==> src/verilog/gpp_pkg.sv <==
// Constants, register map and pin carrier types for the two-port GPIO block.
// Assumes an 8-bit register port with a one-cycle read latency.
package gpp_pkg;

    // ****************************************************************
    // Register offsets
    // ****************************************************************
    localparam logic [3:0] ADDR_PIN_A    = 4'h0;
    localparam logic [3:0] ADDR_LAT_A    = 4'h1;
    localparam logic [3:0] ADDR_DIR_A    = 4'h2;
    localparam logic [3:0] ADDR_PIN_D    = 4'h3;
    localparam logic [3:0] ADDR_LAT_D    = 4'h4;
    localparam logic [3:0] ADDR_DIR_D    = 4'h5;
    localparam logic [3:0] ADDR_PORT_E   = 4'h6;
    localparam logic [3:0] ADDR_ANALOG   = 4'h7;
    localparam logic [3:0] ADDR_CMP      = 4'h8;
    localparam logic [3:0] ADDR_INT_STAT = 4'h9;
    localparam logic [3:0] ADDR_INT_MASK = 4'hA;

    // ****************************************************************
    // Reset values
    // ****************************************************************
    localparam logic [7:0] RST_DIR     = 8'hFF;
    localparam logic [7:0] RST_LAT     = 8'h00;
    localparam logic [7:0] RST_PORT_E  = 8'h07;
    localparam logic [4:0] RST_ANALOG  = 5'h1F;
    localparam logic [1:0] RST_CMP     = 2'h0;
    localparam logic [2:0] RST_INT     = 3'h0;

    // ****************************************************************
    // Field positions
    // ****************************************************************
    localparam int PE_IBF  = 7;
    localparam int PE_OBF  = 6;
    localparam int PE_INPUT_OVERFLOW_FLAG = 5;
    localparam int PE_MODE = 4;
    localparam int IRQ_IN_FULL  = 0;
    localparam int IRQ_OUT_READ = 1;
    localparam int IRQ_OVERFLOW = 2;

    // Comparator pin modes.
    typedef enum logic [1:0] {
        GPP_CMP_OFF     = 2'h0,
        GPP_CMP_INPUTS  = 2'h1,
        GPP_CMP_OUTPUTS = 2'h2
    } gpp_cmp_mode_t;

    // Drive of an 8-pin port: level and output enable.
    typedef struct packed {
        logic [7:0] out;
        logic [7:0] oe;
    } gpp_pin_drv_t;

endpackage : gpp_pkg

==> src/verilog/gpp_ports.sv <==
// Two 8-bit GPIO ports with analog, comparator, oscillator, parallel slave
// port and PWM alternate functions, plus port E direction and status.
// Assumes all inputs are synchronous to core_clk.
//
// Behaviour
// RULE_01: Direction bit one floats the pin; zero drives the output latch.
// RULE_02: Pin-level read returns pins; writing it updates the output latch.
// RULE_03: Output latch is separately addressable and reads back latched value.
// RULE_04: Pins a6 and a7 follow oscillator setting; unused they read zero.
// RULE_05: Analog select bits choose analog mode for pins a0 to a3, a5.
// RULE_06: Comparator bits claim pins a0 to a5; software turns them off first.
// RULE_07: After reset a0 to a3 and a5 are analog reading zero, a4 digital.
// RULE_08: Pin a4 feeds timer0 clock input and carries comparator1 output.
// RULE_09: Direction bits control analog pins too; software keeps them input.
// RULE_10: Parallel port drives latch D on external read, accepts external writes.
// RULE_11: PWM on d5 to d7 overrides port and parallel data; shutdown floats.
// RULE_12: External write while input word unread sets overflow; software clears.
// RULE_13: Input full sets on external write, clears on CPU read; output likewise.
// RULE_14: Port D normal I/O behaves like port A.
module gpp_ports (
    input  wire logic                  core_clk,
    input  wire logic                  rst_n,
    input  wire logic [3:0]            reg_addr,
    input  wire logic [7:0]            reg_wdata,
    input  wire logic                  reg_wr,
    input  wire logic                  reg_rd,
    output logic [7:0]                 reg_rdata,
    output logic                       irq,
    input  wire logic [7:0]            pin_a_in,
    output gpp_pkg::gpp_pin_drv_t      pin_a_drv,
    input  wire logic [7:0]            pin_d_in,
    output gpp_pkg::gpp_pin_drv_t      pin_d_drv,
    output logic [2:0]                 port_e_dir,
    input  wire logic                  osc_pins_as_io,
    output logic                       timer0_ext_clock_in,
    input  wire logic                  comparator1_out,
    input  wire logic                  comparator2_out,
    output logic [1:0]                 comparator_mode,
    output logic [4:0]                 analog_select,
    input  wire logic                  psp_cs_n,
    input  wire logic                  psp_rd_n,
    input  wire logic                  psp_wr_n,
    input  wire logic [2:0]            enh_pwm_en,
    input  wire logic [2:0]            enh_pwm_val,
    input  wire logic                  enh_pwm_shutdown
);

    typedef gpp_pkg::gpp_cmp_mode_t gpp_cmp_mode_t;

    // ****************************************************************
    // Registers
    // ****************************************************************
    logic [7:0] dir_a_r;
    logic [7:0] lat_a_r;
    logic [7:0] dir_d_r;
    logic [7:0] lat_d_r;
    logic [7:0] psp_in_r;
    logic [2:0] dir_e_r;
    logic       ibf_r;
    logic       obf_r;
    logic       input_overflow_flag_r;
    logic       psp_mode_r;
    logic [4:0] analog_r;
    logic [1:0] cmp_r;
    logic [2:0] int_stat_r;
    logic [2:0] int_mask_r;
    logic [7:0] rdata_r;
    logic       psp_wr_act_r;
    logic       psp_rd_act_r;

    // ****************************************************************
    // Decode helpers
    // ****************************************************************
    function automatic logic hit(input logic stb, input logic [3:0] a,
                                 input logic [3:0] want);
        hit = stb && (a == want);
    endfunction : hit

    logic [7:0] osc_mask;
    logic [7:0] analog_a;
    logic [7:0] pin_a_view;
    logic [7:0] pin_d_view;
    logic [7:0] port_e_view;
    logic       psp_wr_act;
    logic       psp_rd_act;
    logic       ext_wr_evt;
    logic       ext_rd_end;
    logic       cpu_rd_d;
    logic       cpu_wr_d;
    logic [2:0] int_evt;

    assign osc_mask = osc_pins_as_io ? 8'hFF : 8'h3F;                          // [RULE_04]
    assign analog_a = {2'h0, analog_r[4], 1'b0, analog_r[3:0]};                // [RULE_05]
    assign pin_a_view = pin_a_in & ~analog_a & osc_mask;                       // [RULE_02] [RULE_07]
    assign pin_d_view = psp_mode_r ? psp_in_r : pin_d_in;                      // [RULE_14]
    assign port_e_view = {ibf_r, obf_r, input_overflow_flag_r, psp_mode_r, 1'b0, dir_e_r};
    assign psp_wr_act = psp_mode_r && !psp_cs_n && !psp_wr_n;
    assign psp_rd_act = psp_mode_r && !psp_cs_n && !psp_rd_n;
    assign ext_wr_evt = psp_wr_act && !psp_wr_act_r;
    assign ext_rd_end = psp_rd_act_r && !psp_rd_act;
    assign cpu_rd_d = hit(reg_rd, reg_addr, gpp_pkg::ADDR_PIN_D);
    assign cpu_wr_d = hit(reg_wr, reg_addr, gpp_pkg::ADDR_PIN_D) ||
                      hit(reg_wr, reg_addr, gpp_pkg::ADDR_LAT_D);
    assign int_evt = {ext_wr_evt && ibf_r && !cpu_rd_d, ext_rd_end && obf_r, ext_wr_evt};

    // ****************************************************************
    // Port A registers
    // ****************************************************************
    always_ff @(posedge core_clk or negedge rst_n) begin
        if (!rst_n) begin
            lat_a_r <= gpp_pkg::RST_LAT;
        end else if (hit(reg_wr, reg_addr, gpp_pkg::ADDR_PIN_A) ||
                     hit(reg_wr, reg_addr, gpp_pkg::ADDR_LAT_A)) begin
            lat_a_r <= reg_wdata;                                               // [RULE_02] [RULE_03]
        end
    end

    always_ff @(posedge core_clk or negedge rst_n) begin
        if (!rst_n) begin
            dir_a_r <= gpp_pkg::RST_DIR;
        end else if (hit(reg_wr, reg_addr, gpp_pkg::ADDR_DIR_A)) begin
            dir_a_r <= reg_wdata;
        end
    end

    // ****************************************************************
    // Analog and comparator control
    // ****************************************************************
    always_ff @(posedge core_clk or negedge rst_n) begin
        if (!rst_n) begin
            analog_r <= gpp_pkg::RST_ANALOG;                                    // [RULE_07]
            cmp_r    <= gpp_pkg::RST_CMP;
        end else begin
            if (hit(reg_wr, reg_addr, gpp_pkg::ADDR_ANALOG)) begin
                analog_r <= reg_wdata[4:0];                                     // [RULE_05]
            end
            if (hit(reg_wr, reg_addr, gpp_pkg::ADDR_CMP)) begin
                cmp_r <= reg_wdata[1:0];                                        // [RULE_06]
            end
        end
    end

    // ****************************************************************
    // Port D and parallel slave port
    // ****************************************************************
    always_ff @(posedge core_clk or negedge rst_n) begin
        if (!rst_n) begin
            lat_d_r <= gpp_pkg::RST_LAT;
            dir_d_r <= gpp_pkg::RST_DIR;
        end else begin
            if (cpu_wr_d) begin
                lat_d_r <= reg_wdata;                                           // [RULE_14]
            end
            if (hit(reg_wr, reg_addr, gpp_pkg::ADDR_DIR_D)) begin
                dir_d_r <= reg_wdata;
            end
        end
    end

    always_ff @(posedge core_clk or negedge rst_n) begin
        if (!rst_n) begin
            psp_wr_act_r <= 1'b0;
            psp_rd_act_r <= 1'b0;
            psp_in_r     <= 8'h00;
        end else begin
            psp_wr_act_r <= psp_wr_act;
            psp_rd_act_r <= psp_rd_act;
            if (ext_wr_evt) begin
                psp_in_r <= pin_d_in;                                           // [RULE_10]
            end
        end
    end

    // ****************************************************************
    // Port E direction and parallel status
    // ****************************************************************
    always_ff @(posedge core_clk or negedge rst_n) begin
        if (!rst_n) begin
            dir_e_r    <= gpp_pkg::RST_PORT_E[2:0];
            psp_mode_r <= gpp_pkg::RST_PORT_E[gpp_pkg::PE_MODE];
        end else if (hit(reg_wr, reg_addr, gpp_pkg::ADDR_PORT_E)) begin
            dir_e_r    <= reg_wdata[2:0];
            psp_mode_r <= reg_wdata[gpp_pkg::PE_MODE];
        end
    end

    always_ff @(posedge core_clk or negedge rst_n) begin
        if (!rst_n) begin
            ibf_r  <= gpp_pkg::RST_PORT_E[gpp_pkg::PE_IBF];
            obf_r  <= gpp_pkg::RST_PORT_E[gpp_pkg::PE_OBF];
            input_overflow_flag_r <= gpp_pkg::RST_PORT_E[gpp_pkg::PE_INPUT_OVERFLOW_FLAG];
        end else begin
            if (ext_wr_evt) begin
                ibf_r <= 1'b1;                                                  // [RULE_13]
            end else if (cpu_rd_d) begin
                ibf_r <= 1'b0;                                                  // [RULE_13]
            end
            if (cpu_wr_d && psp_mode_r) begin
                obf_r <= 1'b1;                                                  // [RULE_13]
            end else if (ext_rd_end) begin
                obf_r <= 1'b0;                                                  // [RULE_13]
            end
            if (ext_wr_evt && ibf_r && !cpu_rd_d) begin
                input_overflow_flag_r <= 1'b1;                                                 // [RULE_12]
            end else if (hit(reg_wr, reg_addr, gpp_pkg::ADDR_PORT_E) &&
                         !reg_wdata[gpp_pkg::PE_INPUT_OVERFLOW_FLAG]) begin
                input_overflow_flag_r <= 1'b0;                                                 // [RULE_12]
            end
        end
    end

    // ****************************************************************
    // Interrupt status and mask
    // ****************************************************************
    always_ff @(posedge core_clk or negedge rst_n) begin
        if (!rst_n) begin
            int_stat_r <= gpp_pkg::RST_INT;
            int_mask_r <= gpp_pkg::RST_INT;
        end else begin
            if (hit(reg_wr, reg_addr, gpp_pkg::ADDR_INT_STAT)) begin
                int_stat_r <= (int_stat_r & ~reg_wdata[2:0]) | int_evt;
            end else begin
                int_stat_r <= int_stat_r | int_evt;
            end
            if (hit(reg_wr, reg_addr, gpp_pkg::ADDR_INT_MASK)) begin
                int_mask_r <= reg_wdata[2:0];
            end
        end
    end

    assign irq = |(int_stat_r & int_mask_r);

    // ****************************************************************
    // Read data
    // ****************************************************************
    always_ff @(posedge core_clk or negedge rst_n) begin
        if (!rst_n) begin
            rdata_r <= 8'h00;
        end else if (reg_rd) begin
            case (reg_addr)
                gpp_pkg::ADDR_PIN_A:    rdata_r <= pin_a_view;                  // [RULE_02]
                gpp_pkg::ADDR_LAT_A:    rdata_r <= lat_a_r & osc_mask;          // [RULE_03] [RULE_04]
                gpp_pkg::ADDR_DIR_A:    rdata_r <= dir_a_r & osc_mask;          // [RULE_04]
                gpp_pkg::ADDR_PIN_D:    rdata_r <= pin_d_view;
                gpp_pkg::ADDR_LAT_D:    rdata_r <= lat_d_r;
                gpp_pkg::ADDR_DIR_D:    rdata_r <= dir_d_r;
                gpp_pkg::ADDR_PORT_E:   rdata_r <= port_e_view;
                gpp_pkg::ADDR_ANALOG:   rdata_r <= {3'h0, analog_r};
                gpp_pkg::ADDR_CMP:      rdata_r <= {6'h00, cmp_r};
                gpp_pkg::ADDR_INT_STAT: rdata_r <= {5'h00, int_stat_r};
                gpp_pkg::ADDR_INT_MASK: rdata_r <= {5'h00, int_mask_r};
                default:                rdata_r <= 8'h00;
            endcase
        end else begin
            rdata_r <= 8'h00;
        end
    end

    assign reg_rdata = rdata_r;

    // ****************************************************************
    // Pin drivers
    // ****************************************************************
    always_comb begin
        pin_a_drv.out = lat_a_r;                                                // [RULE_01]
        pin_a_drv.oe  = ~dir_a_r & osc_mask;                                    // [RULE_01] [RULE_09]
        if (gpp_cmp_mode_t'(cmp_r) == gpp_pkg::GPP_CMP_OUTPUTS) begin
            pin_a_drv.out[4] = comparator1_out;                                 // [RULE_08]
            pin_a_drv.out[5] = comparator2_out;                                 // [RULE_06]
        end
    end

    always_comb begin
        pin_d_drv.out = lat_d_r;                                                // [RULE_14]
        pin_d_drv.oe  = ~dir_d_r;                                               // [RULE_14]
        if (psp_mode_r) begin
            pin_d_drv.oe = {8{psp_rd_act}};                                     // [RULE_10]
        end
        for (int i = 0; i < 3; i++) begin
            if (enh_pwm_en[i] && !dir_d_r[i + 5]) begin
                pin_d_drv.out[i + 5] = enh_pwm_val[i];                          // [RULE_11]
                pin_d_drv.oe[i + 5]  = !enh_pwm_shutdown;                       // [RULE_11]
            end
        end
    end

    assign port_e_dir          = dir_e_r;
    assign timer0_ext_clock_in = pin_a_in[4];                                   // [RULE_08]
    assign comparator_mode     = cmp_r;
    assign analog_select       = analog_r;
endmodule : gpp_ports

==> config.mk <==
export PLATFORM = sky130hd
export DESIGN_NAME = gpp_ports
export DESIGN_NICKNAME = d
export VERILOG_FILES = /design/src/verilog/gpp_pkg.sv /design/src/verilog/gpp_ports.sv
export SDC_FILE = /design/constraint.sdc
export NUM_CORES = 1
export LEC_CHECK = 0
export ABC_AREA = 1
export BUFFER_PORTS_ARGS = -buffer_cell sky130_fd_sc_hd__buf_4
export CAP_MARGIN = 20
export CORE_ASPECT_RATIO = 0.9
export CORE_UTILIZATION = 37
export CTS_BUF_LIST = sky130_fd_sc_hd__clkbuf_8
export DETAILED_ROUTE_END_ITERATION = 16
export GPL_TIMING_DRIVEN = 0
export PLACE_DENSITY = 0.67
export RECOVER_POWER = 25
export SLEW_MARGIN = 20
export SYNTH_ARGS = -nofsm -noshare
export SYNTH_HDL_FRONTEND = slang
export SYNTH_SLANG_ARGS = --single-unit
==> constraint.sdc <==
create_clock -name core_clk -period 2.4 [get_ports core_clk]
set_input_delay 0.12 -clock core_clk [delete_from_list [all_inputs] [get_ports core_clk]]
set_output_delay 0.12 -clock core_clk [all_outputs]
set_load 0.01 [all_outputs]
==> flow_summary.json, run 1 <==
{
  "hp-class": "input pin to flop",
  "synthArstFlopShare_pct": 100.0,
  "wl_per_cell_um": 15.07,
  "synth_enable_flop_cells": 0,
  "drc": 0,
  "fin_skew_ns": 0.007207,
  "slowest_stage": "dfrtp_1",
  "clk_pin_slew_worst_paths_ns": 0.08,
  "core_area_um2": 9331,
  "synth_top_area_share_pct": 31.75,
  "fillers": 925,
  "setup.worst_path.end_class": "output port",
  "hold_viol_final": 0,
  "cp.arrival_ns": 1.79,
  "htree_levels": 3,
  "ctsHoldBuffers": 4,
  "yosys-top-cells-count": "nand2_1 (171), o21ai_0 (69), inv_1 (49)",
  "use_met3_pct": 3.588,
  "irDropWorstVdd_mv": 0.3016,
  "crit_required_ns": 2.28,
  "setup_viol": 0,
  "grt_pass1_wl_mm": 17.14,
  "crit_path_cell_trace": "inv_1 > nor2_1 > nand2_1 > o21ai_0 > buf_4",
  "fin_crit_ns": 1.911,
  "ys_types": 21,
  "dieHeight_um": 95.92,
  "area.growth.synth_to_final_pct": 29.19,
  "io_buffers": 95,
  "gr-max-usage-layer": "met2",
  "status": "complete, but fails checks",
  "synth_ff_type": "dfrtp_1",
  "synth_seq_cells": 70,
  "seq_area_frac_synth_pct": 49.14,
  "first_iter_violations": 192,
  "max_cap_violations": 1,
  "yosys_warnings": 0,
  "cts.sinks": 70,
  "drtPass1Iterations": 7,
  "grt_usage_pct": 22.39,
  "post_cts_resized": 0,
  "netlist_area_um2": 3626,
  "ant_nets": 0,
  "dieArea_um2": 10200,
  "critical_path.max_fanout": 10,
  "num_io_pins": 97,
  "grt_pass1_vias": 3385,
  "antenna_found_initial": 0,
  "routed_wl_mm": 10.76,
  "gr-total-overflow": 0,
  "fmax_ghz": 0.5233,
  "rows": 33,
  "diodes": 0,
  "yosys-top-cells-area": "dfrtp_1 (32%), nand2_1 (18%), dfstp_2 (17%), o21ai_0 (9.5%), inv_1 (5.1%)",
  "powerDensity_nw_per_um2": 817.3,
  "fin_setup_tns_ns": 0,
  "worst-path-buf-inv": 2,
  "nets": 632,
  "final.period_utilization_pct": 79.63,
  "post_cts_buffers": 0,
  "cts_tree": "built",
  "critPathTopFamily": "buffers and inverters",
  "whs_ns": 0.006259,
  "dp_hpwl_mm": 7.956,
  "vias_per_cell": 5.029,
  "synth.most_common_cell": "nand2_1",
  "fp.dieW_um": 106.4,
  "rsz0062_at_grt": "false",
  "slew_viol_final": 71,
  "clock_path_buffers": 2,
  "grt_max_degree": 71,
  "vias": 3591,
  "worst_pin_slew_ns": 1.684,
  "gp_congestion": 0.8804,
  "synth_top_cell_by_area": "dfrtp_1",
  "met1_usage_pct": 31.17,
  "crit_path_start_kind": "flop",
  "violations": "capacitance limit, slew limit",
  "critPathKind": "flop to output port",
  "drive_above_1_share_pct": 25.51,
  "grt_use_met2_pct": 34.90,
  "syn_avg_cell_area_um2": 7.602,
  "synth_nets": 522,
  "slowest_delay_ns": 0.39,
  "numCtsBuffers": 9,
  "start_util_pct": 38.86,
  "slew_headroom_pct": -12.26,
  "cts-root-buf": "clkbuf_8",
  "leakage_nw": 2.378,
  "syn_inst": 477,
  "clock_latency_ns": 0.36
}
-- logic make-up (layout without fill, tap and decap cells) --
logic type	after synthesis	after routing	share of synthesized area, %
DFF	70	70	49.14
muxes	4	4	1.242
and+or+nand+nor	243	243	27.95
buffers and inverters	71	186	8.868
AOI/OAI and AO/OA	89	89	12.80
-- area by class of cell --
cell class / count / area (um^2) / area share (%)
repair buffers: 99 / 713.2 / 15.22
flip-flops and latches: 70 / 1782 / 38.03
well taps: 122 / 152.6 / 3.259
plain buffers: 22 / 135.1 / 2.885
multi-input cells: 336 / 1495 / 31.92
clock buffers: 9 / 123.9 / 2.644
inverters: 49 / 183.9 / 3.926
clock inverters: 7 / 98.84 / 2.110
-- where the power goes --
| group | internal [mW] | switching (mW) | leakage (nW) |
|---|---|---|---|
| logic | 0.493 | 0.532 | 1.43 |
| registers | 1.51 | 0.212 | 0.834 |
| clock network | 0.588 | 0.490 | 0.109 |
-- per-layer routing --
layer	up-vias	share of wire (%)
met3	17	7.1
met4	0	1.8
li1	1736	-
met5	-	0
met1	1682	46
met2	156	45
-- stage by stage --
stage | cell area (um^2) | cells | utilization (%) | worst slack (ns) | power (mW)
finish | 4684 | 714 | 50.20 | 0.4889 | 3.829
global route | 4684 | 714 | 50.20 | 0.3221 | 4.054
CTS | 4755 | 714 | 50.95 | 0.5261 | 3.861
detailed placement | 4492 | 694 | 48.14 | 0.7825 | 2.777
global placement | 4492 | 694 | 48.14 | 0.7961 | 2.744
floorplan | 3626 | 477 | - | 1.179 | 2.250
-- path summary, 6_finish.rpt --
| path | startpoint | endpoint | slack (ns) | depth (start not counted) |
|---|---|---|---|---|
| max | psp_mode_r$_DFFE_PN0P_ | pin_d_drv[3] | 0.49 | 5 |
| min | pin_d_in[0] | psp_in_r[0]$_DFFE_PN0P_ | 0.006 | 2 |
| max reg2reg | psp_mode_r$_DFFE_PN0P_ | psp_in_r[7]$_DFFE_PN0P_ | 0.75 | 5 |
| min reg2reg | dir_d_r[6]$_DFFE_PN1P_ | dir_d_r[6]$_DFFE_PN1P_ | 0.50 | 2 |
| max in group asynchronous | rst_n | lat_d_r[6]$_DFFE_PN0N_ | 0.66 | 2 |
| min in group asynchronous | rst_n | reg_rdata[2]$_DFF_PN0_ | 0.75 | 2 |
-- layout by cell type, fill, tap and decap left out --
| master | netlist | layout |
|---|---|---|
| clkbuf_8 | 0 | 9 |
| clkbuf_1 | 4 | 16 |
| mux2_2 | 4 | 4 |
| dfstp_2 | 24 | 24 |
| buf_2 | 5 | 3 |
| nor2_4 | 4 | 1 |
| o21ai_4 | 1 | 1 |
| dlygate4sd3_1 | 0 | 4 |
| nand3_1 | 34 | 34 |
| a21oi_1 | 7 | 7 |
| nor3_2 | 1 | 1 |
| nand4_1 | 1 | 1 |
| bufinv_16 | 0 | 2 |
| clkbuf_2 | 0 | 1 |
| nor2_1 | 25 | 28 |
| nand3b_1 | 2 | 2 |
| a22oi_1 | 3 | 3 |
| nor2_2 | 2 | 2 |
| nand2_2 | 3 | 1 |
| nand2_1 | 171 | 173 |
| buf_4 | 13 | 97 |
| dfrtp_1 | 46 | 46 |
| o21ai_0 | 69 | 69 |
| clkinvlp_4 | 0 | 1 |
| inv_1 | 49 | 49 |
| clkinv_2 | 0 | 1 |
| clkinv_4 | 0 | 3 |
| o21ai_1 | 9 | 9 |
-- registers in the layout, indices dropped and copies added (netlist names) --
name	count
psp_in_r	8
lat_d_r	8
analog_select	5
dir_a_r	8
int_stat_r	3
reg_rdata	8
psp_rd_act_r	1
obf_r	1
psp_wr_act_r	1
lat_a_r	8
input_overflow_flag_r	1
int_mask_r	3
port_e_dir	3
dir_d_r	8
comparator_mode	2
ibf_r	1
psp_mode_r	1
(Power assumes the default switching activity.)
==> run 2, diff against run 1 <==
ABC_AREA = 0   (was 1)
PLACE_DENSITY = 0.66   (was 0.67)
clock period = 1.9 ns   (was 2.4 ns; I/O delays follow)
==> run 2 against run 1 <==
Effect of this change: the run now ends clean; sequential power grew 30%; sequential share of layout area down 1.9 points; synthesized cell count down 32%; critical path depth rose by 1; via count decreased by 15%; combinational power up 56%; utilization hardly changed; power up 32%; flip-flop and latch count did not move; clock skew rose by 0.0041 ns; setup slack got worse by 0.38 ns; critical path type unchanged.
==> flow_summary.json, run 2 <==
{
  "fin_setup_tns_ns": 0,
  "slew_viol_final": 0,
  "vias": 3042,
  "drc": 0,
  "final_cell_mix": "buf_4 (99), mux2_2 (68), dfrtp_1 (46)",
  "r2r-end": "reg_rdata[0]$_DFF_PN0_",
  "irDropWorstVdd_mv": 0.5365,
  "reg2reg_from": "psp_mode_r$_DFFE_PN0P_",
  "switching_share_pct": 30.87,
  "antenna_found_initial": 0,
  "ant_nets": 0,
  "setup.worst_path.end_class": "output port",
  "gp_congestion": 0.8774,
  "critPathKind": "flop to output port",
  "cts_tree": "built",
  "rsz0062_at_grt": "false",
  "grt_max_degree": 71,
  "drive_above_1_share_pct": 51.35,
  "num_io_pins": 97,
  "numCtsBuffers": 9,
  "netSwitchingPower_mw": 1.563,
  "grt_pass1_wl_mm": 16.62,
  "yosys-top-cells-count": "mux2_2 (68), dfrtp_1 (46), dfstp_2 (24)",
  "status": "finished clean",
  "routedLengthMet1_mm": 5.284,
  "syn_inst": 322,
  "worst_pin_slew_ns": 0.8790,
  "area.growth.synth_to_final_pct": 29.68,
  "start_util_pct": 38.69,
  "power_frac_seq_pct": 44.3,
  "wl_per_cell_um": 18.99,
  "first_iter_violations": 185,
  "hold_viol_final": 0,
  "grt_pass1_vias": 3011,
  "synth_top_area_share_pct": 30.27,
  "hp-class": "input pin to flop",
  "dp_hpwl_mm": 7.785,
  "slew_headroom_pct": 41.40,
  "crit_top_cell": "buf_4",
  "grt_usage_pct": 21.09,
  "crit_path_end": "pin_d_drv[5]",
  "nets": 484,
  "cts-root-buf": "clkbuf_8",
  "synth_seq_cells": 70,
  "power_frac_comb_pct": 31.7,
  "crit_required_ns": 1.80,
  "post_cts_buffers": 0,
  "drtPass1Iterations": 5,
  "ys_types": 48,
  "multi_input_area_um2": 1780,
  "io_buffers": 95,
  "rows": 34,
  "slowest_delay_ns": 0.33,
  "synth_enable_flop_cells": 0,
  "fin_crit_ns": 1.787,
  "crit_path_start_kind": "flop",
  "setup_viol": 0,
  "dr_wl_met2_mm": 4.896,
  "clock_latency_ns": 0.36,
  "fmax_ghz": 0.5597,
  "core_area_um2": 9827,
  "dieArea_um2": 10690,
  "worstSetupStartpoint": "psp_mode_r$_DFFE_PN0P_",
  "leakage_nw": 2.124,
  "htree_levels": 3,
  "min_path_cells": 2,
  "seq_area_frac_synth_pct": 46.86,
  "clock_path_buffers": 2,
  "fin_skew_ns": 0.01127,
  "synth.most_common_cell": "mux2_2",
  "routed_wl_mm": 10.82,
  "fillers": 926,
  "dr_wl_met3_um": 501,
  "clk_pin_slew_worst_paths_ns": 0.08,
  "diodes": 0,
  "vias_per_cell": 5.337,
  "gr-total-overflow": 0,
  "top_layer_used": "met4",
  "max_cap_violations": 0,
  "synth_nets": 367,
  "final_core_util_pct": 50.18,
  "reg2reg_slack_ns": 0.25,
  "yosys-top-cells-area": "dfrtp_1 (30%), mux2_2 (20%), dfstp_2 (17%), buf_4 (3.4%), o21ai_0 (2.2%)",
  "regArea_um2": 1782,
  "powerDensity_nw_per_um2": 1027,
  "critical_path.max_fanout": 10,
  "final.period_utilization_pct": 94.04,
  "synth_top_cell_by_area": "dfrtp_1",
  "dieHeight_um": 98.17,
  "yosys_warnings": 0,
  "r2r.worst_path.cells": 6,
  "slowest_stage": "dfrtp_1",
  "syn_avg_cell_area_um2": 11.81,
  "p_int_mw": 3.502,
  "crit_path_cell_trace": "buf_4 > buf_2 > inv_2 > o21bai_1 > a22oi_1 > buf_4",
  "p_clk_share_pct": 24.0,
  "synthArstFlopShare_pct": 100.0,
  "cts.sinks": 70,
  "fp.dieW_um": 108.9,
  "cp.arrival_ns": 1.69,
  "synth_ff_type": "dfrtp_1",
  "netlist_area_um2": 3802,
  "final_common_cell": "buf_4"
}
run 2: cell types whose count changed after synthesis, sizes merged, moves of 5 or more:
cell and change:
mux2i +6, o21ai -61, a31oi +6, nand2 -157, o2bb2ai +5, nor2 -24, mux2 +64, a32oi +5
nand3 -32, nor2b +11, inv -38, nand2b +6
run 2: cell type report:
| class | instances | share of cell area (%) |
|---|---|---|
| flip-flops and latches | 70 | 36.13 |
| multi-input cells | 213 | 36.11 |
| repair buffers | 107 | 15.99 |
| plain buffers | 27 | 3.679 |
| well taps | 126 | 3.197 |
| clock buffers | 10 | 2.791 |
| clock inverters | 6 | 1.269 |
| inverters | 11 | 0.8374 |
run 2: cells by family (layout without fill, tap and decap cells):
kind of cell,Yosys count,count (layout),synth area share [%]
muxes,75,75,22.31
DFF,70,70,46.86
and+or+nand+nor,74,74,13.13
buffers and inverters,39,161,6.021
AOI/OAI and AO/OA,64,64,11.68
run 2: power groups by stage:
stage          Sequential [mW]  Combinational, mW  Clock, mW
6_report                  2.24               1.61       1.22
5_1_grt                   2.30               1.73       1.30
4_1_cts                   2.24               1.63       1.25
3_5_place_dp              2.26               1.61          0
3_3_place_gp              2.25               1.59          0
2_1_floorplan             2.19              0.924          0
run 2: stage by stage:
stage               worst slack (ns)  hold WS [ns]  cells  total power [mW]  instance area (um^2)
floorplan                     0.4835       -0.2006    322             3.110                  3802
global placement             0.03186        0.2594    543             3.831                  4673
detailed placement          0.002058        0.2662    543             3.868                  4673
CTS                         0.001593      0.002518    570             5.123                  4991
global route                 0.02412       0.01767    570             5.331                  4931
finish                        0.1133       0.02249    570             5.065                  4931
run 2: worst min-delay path by stage:
stage            startpoint                        endpoint  slack, ns
4_1_cts        reg_wdata[4]          lat_a_r[4]$_DFFE_PN0P_      0.003
3_5_place_dp          rst_n          lat_a_r[1]$_DFFE_PN0P_       0.27
2_1_floorplan         rst_n  comparator_mode[0]$_DFFE_PN0P_      -0.20
6_report       reg_wdata[4]          lat_a_r[4]$_DFFE_PN0P_       0.02
5_1_grt        reg_wdata[4]          psp_mode_r$_DFFE_PN0P_       0.02
3_3_place_gp          rst_n          lat_a_r[1]$_DFFE_PN0P_       0.26
run 2: repair_timing:
action | CTS | global route
hold buffers | 12 | 0
resized for setup | 1 | 3
endpoints found under the hold margin | 62 | 0
setup endpoints to repair | 9 | 4
pin swaps | 0 | 0
run 2: critical path, delay by kind of cell, from the launching register on:
family	cells	cell delay, ns
AOI/OAI and AO/OA	2	0.26
buffers and inverters	4	0.75
DFF	1	0.33
run 2: metal layers:
| layer | vias to the layer above | track usage (%) |
|---|---|---|
| li1 | 1407 | - |
| met1 | 1518 | 30.88 |
| met2 | 105 | 31.74 |
| met3 | 12 | 3.672 |
| met4 | 0 | 6.133 |
| met5 | - | 0 |
==> run 3, diff against run 2 <==
RECOVER_POWER = default   (was 25)
==> run 3 against run 2 <==
Effect of this change: clock skew about the same; via count rose by 0.72%; clock power barely moved; final area up 1.3%; sequential power is essentially flat; critical path depth unchanged; non-clock buffer count is the same; flip-flop and latch count unchanged; clock-buffer cell count unchanged; combinational power barely moved; die area unchanged; worst hold slack worse by 0.00072 ns; highest routed layer unchanged.
==> flow_summary.json, run 3 (same netlist as run 2, synthesis figures left out) <==
{
  "instances_no_fill": 570,
  "dieHeight_um": 98.17,
  "power_frac_seq_pct": 44.1,
  "routed_wl_mm": 10.75,
  "fillers": 903,
  "slew_headroom_pct": 42.54,
  "worstSetupStartpoint": "psp_mode_r$_DFFE_PN0P_",
  "grt_max_degree": 71,
  "multi_input_area_um2": 1794,
  "area.growth.synth_to_final_pct": 31.33,
  "dr_wl_met2_mm": 4.852,
  "p_int_mw": 3.522,
  "fmax_ghz": 0.5609,
  "vias": 3064,
  "hold_viol_final": 0,
  "io_buffers": 95,
  "dieArea_um2": 10690,
  "drtPass1Iterations": 4,
  "switching_share_pct": 30.68,
  "dp_hpwl_mm": 7.785,
  "drive_above_1_share_pct": 54.50,
  "fin_skew_ns": 0.01092,
  "first_iter_violations": 175,
  "max_cap_violations": 0,
  "crit_required_ns": 1.80,
  "irDropWorstVdd_mv": 0.5497,
  "regArea_um2": 1782,
  "leakage_nw": 2.186,
  "clock_latency_ns": 0.36,
  "netSwitchingPower_mw": 1.558,
  "reg2reg_from": "psp_mode_r$_DFFE_PN0P_",
  "cts_tree": "built",
  "rsz0062_at_grt": "false",
  "final_common_cell": "buf_4",
  "cts.sinks": 70,
  "rows": 34,
  "dpl_cell_area_um2": 4673,
  "diodes": 0,
  "grt_usage_pct": 21.09,
  "dp_cells": 543,
  "drc": 0,
  "grt_pass1_wl_mm": 16.62,
  "fp.dieW_um": 108.9,
  "worst_pin_slew_ns": 0.8619,
  "ant_nets": 0,
  "start_util_pct": 38.69,
  "htree_levels": 3,
  "nets": 484,
  "numCtsBuffers": 9,
  "cp.arrival_ns": 1.69,
  "dr_wl_met3_um": 534,
  "clk_pin_slew_worst_paths_ns": 0.08,
  "post_cts_buffers": 0,
  "core_area_um2": 9827,
  "gp_congestion": 0.8774,
  "critPathKind": "flop to output port",
  "clock_path_buffers": 2,
  "critical_path.max_fanout": 10,
  "reg2reg_slack_ns": 0.26,
  "fin_area_um2": 4994,
  "crit_path_start_kind": "flop",
  "fin_crit_ns": 1.783,
  "setup.worst_path.end_class": "output port",
  "status": "finished clean",
  "wl_per_cell_um": 18.86,
  "cts-root-buf": "clkbuf_8",
  "p_clk_share_pct": 23.9,
  "num_io_pins": 97,
  "power_frac_comb_pct": 31.9,
  "gr-total-overflow": 0,
  "powerDensity_nw_per_um2": 1017,
  "final_cell_mix": "buf_4 (112), mux2_2 (68), dfrtp_1 (46)",
  "hp-start": "reg_wdata[4]",
  "grt_pass1_vias": 3011,
  "final.period_utilization_pct": 93.84,
  "top_layer_used": "met4",
  "fin_setup_tns_ns": 0,
  "antenna_found_initial": 0,
  "setup_viol": 0,
  "hp-class": "input pin to flop",
  "slew_viol_final": 0,
  "routedLengthMet1_mm": 5.211,
  "vias_per_cell": 5.375
}
-- run 3: path summary, 6_finish.rpt --
kind                                           endpoint  cells after the start
worst min register to register  psp_in_r[3]$_DFFE_PN0P_                      1
max in group asynchronous        reg_rdata[5]$_DFF_PN0_                      2
worst max-delay path                       pin_d_drv[5]                      6
worst min-delay path             lat_a_r[4]$_DFFE_PN0P_                      2
min in group asynchronous        lat_a_r[1]$_DFFE_PN0P_                      2
worst max register to register   reg_rdata[0]$_DFF_PN0_                      6
-- run 3: cell type report --
cell class,instances,share of cell area (%)
buffer,27,3.708
clock buffer,10,2.756
clock inverter,6,1.253
inverter,11,0.8269
multi-input combinational,213,35.93
sequential,70,35.68
tap,126,3.157
timing repair buffer,107,16.69
-- run 3: through the flow --
| step | setup WS (ns) | power, mW | hold WS [ns] | utilization [%] |
|---|---|---|---|---|
| final | 0.1170 | 5.080 | 0.02176 | 50.81 |
| after global routing | 0.02412 | 5.354 | 0.01767 | 50.81 |
| after CTS | 0.001593 | 5.123 | 0.002518 | 50.79 |
| after detailed placement | 0.002058 | 3.868 | 0.2662 | 47.56 |
| after global placement | 0.03186 | 3.831 | 0.2594 | 47.56 |
| after floorplan | 0.4835 | 3.110 | -0.2006 | - |
-- run 3: worst max-delay path, stage by stage (launching register included) --
cell and delay [ns]:
dfrtp_1 0.33, buf_4 0.17, buf_2 0.31, inv_2 0.11, o21bai_1 0.16, a22oi_1 0.10
buf_4 0.16
-- run 3: power by group through the flow --
stage / logic [mW] / registers (mW) / clock network [mW]
final: 1.62 / 2.24 / 1.22
after global routing: 1.75 / 2.30 / 1.30
after CTS: 1.63 / 2.24 / 1.25
after detailed placement: 1.61 / 2.26 / 0
after global placement: 1.59 / 2.25 / 0
after floorplan: 0.924 / 2.19 / 0
-- run 3: metal layers --
metal	GRT usage, %	up-vias
met4	6.133	0
met1	30.88	1535
met5	0	-
li1	-	1410
met2	31.74	104
met3	3.672	15
-- run 3: repair_timing --
item | 4_1_cts | 5_1_grt
hold endpoints to repair | 62 | 0
gates resized for setup | 1 | 3
hold buffers | 12 | 0
endpoints found under the setup margin | 9 | 4
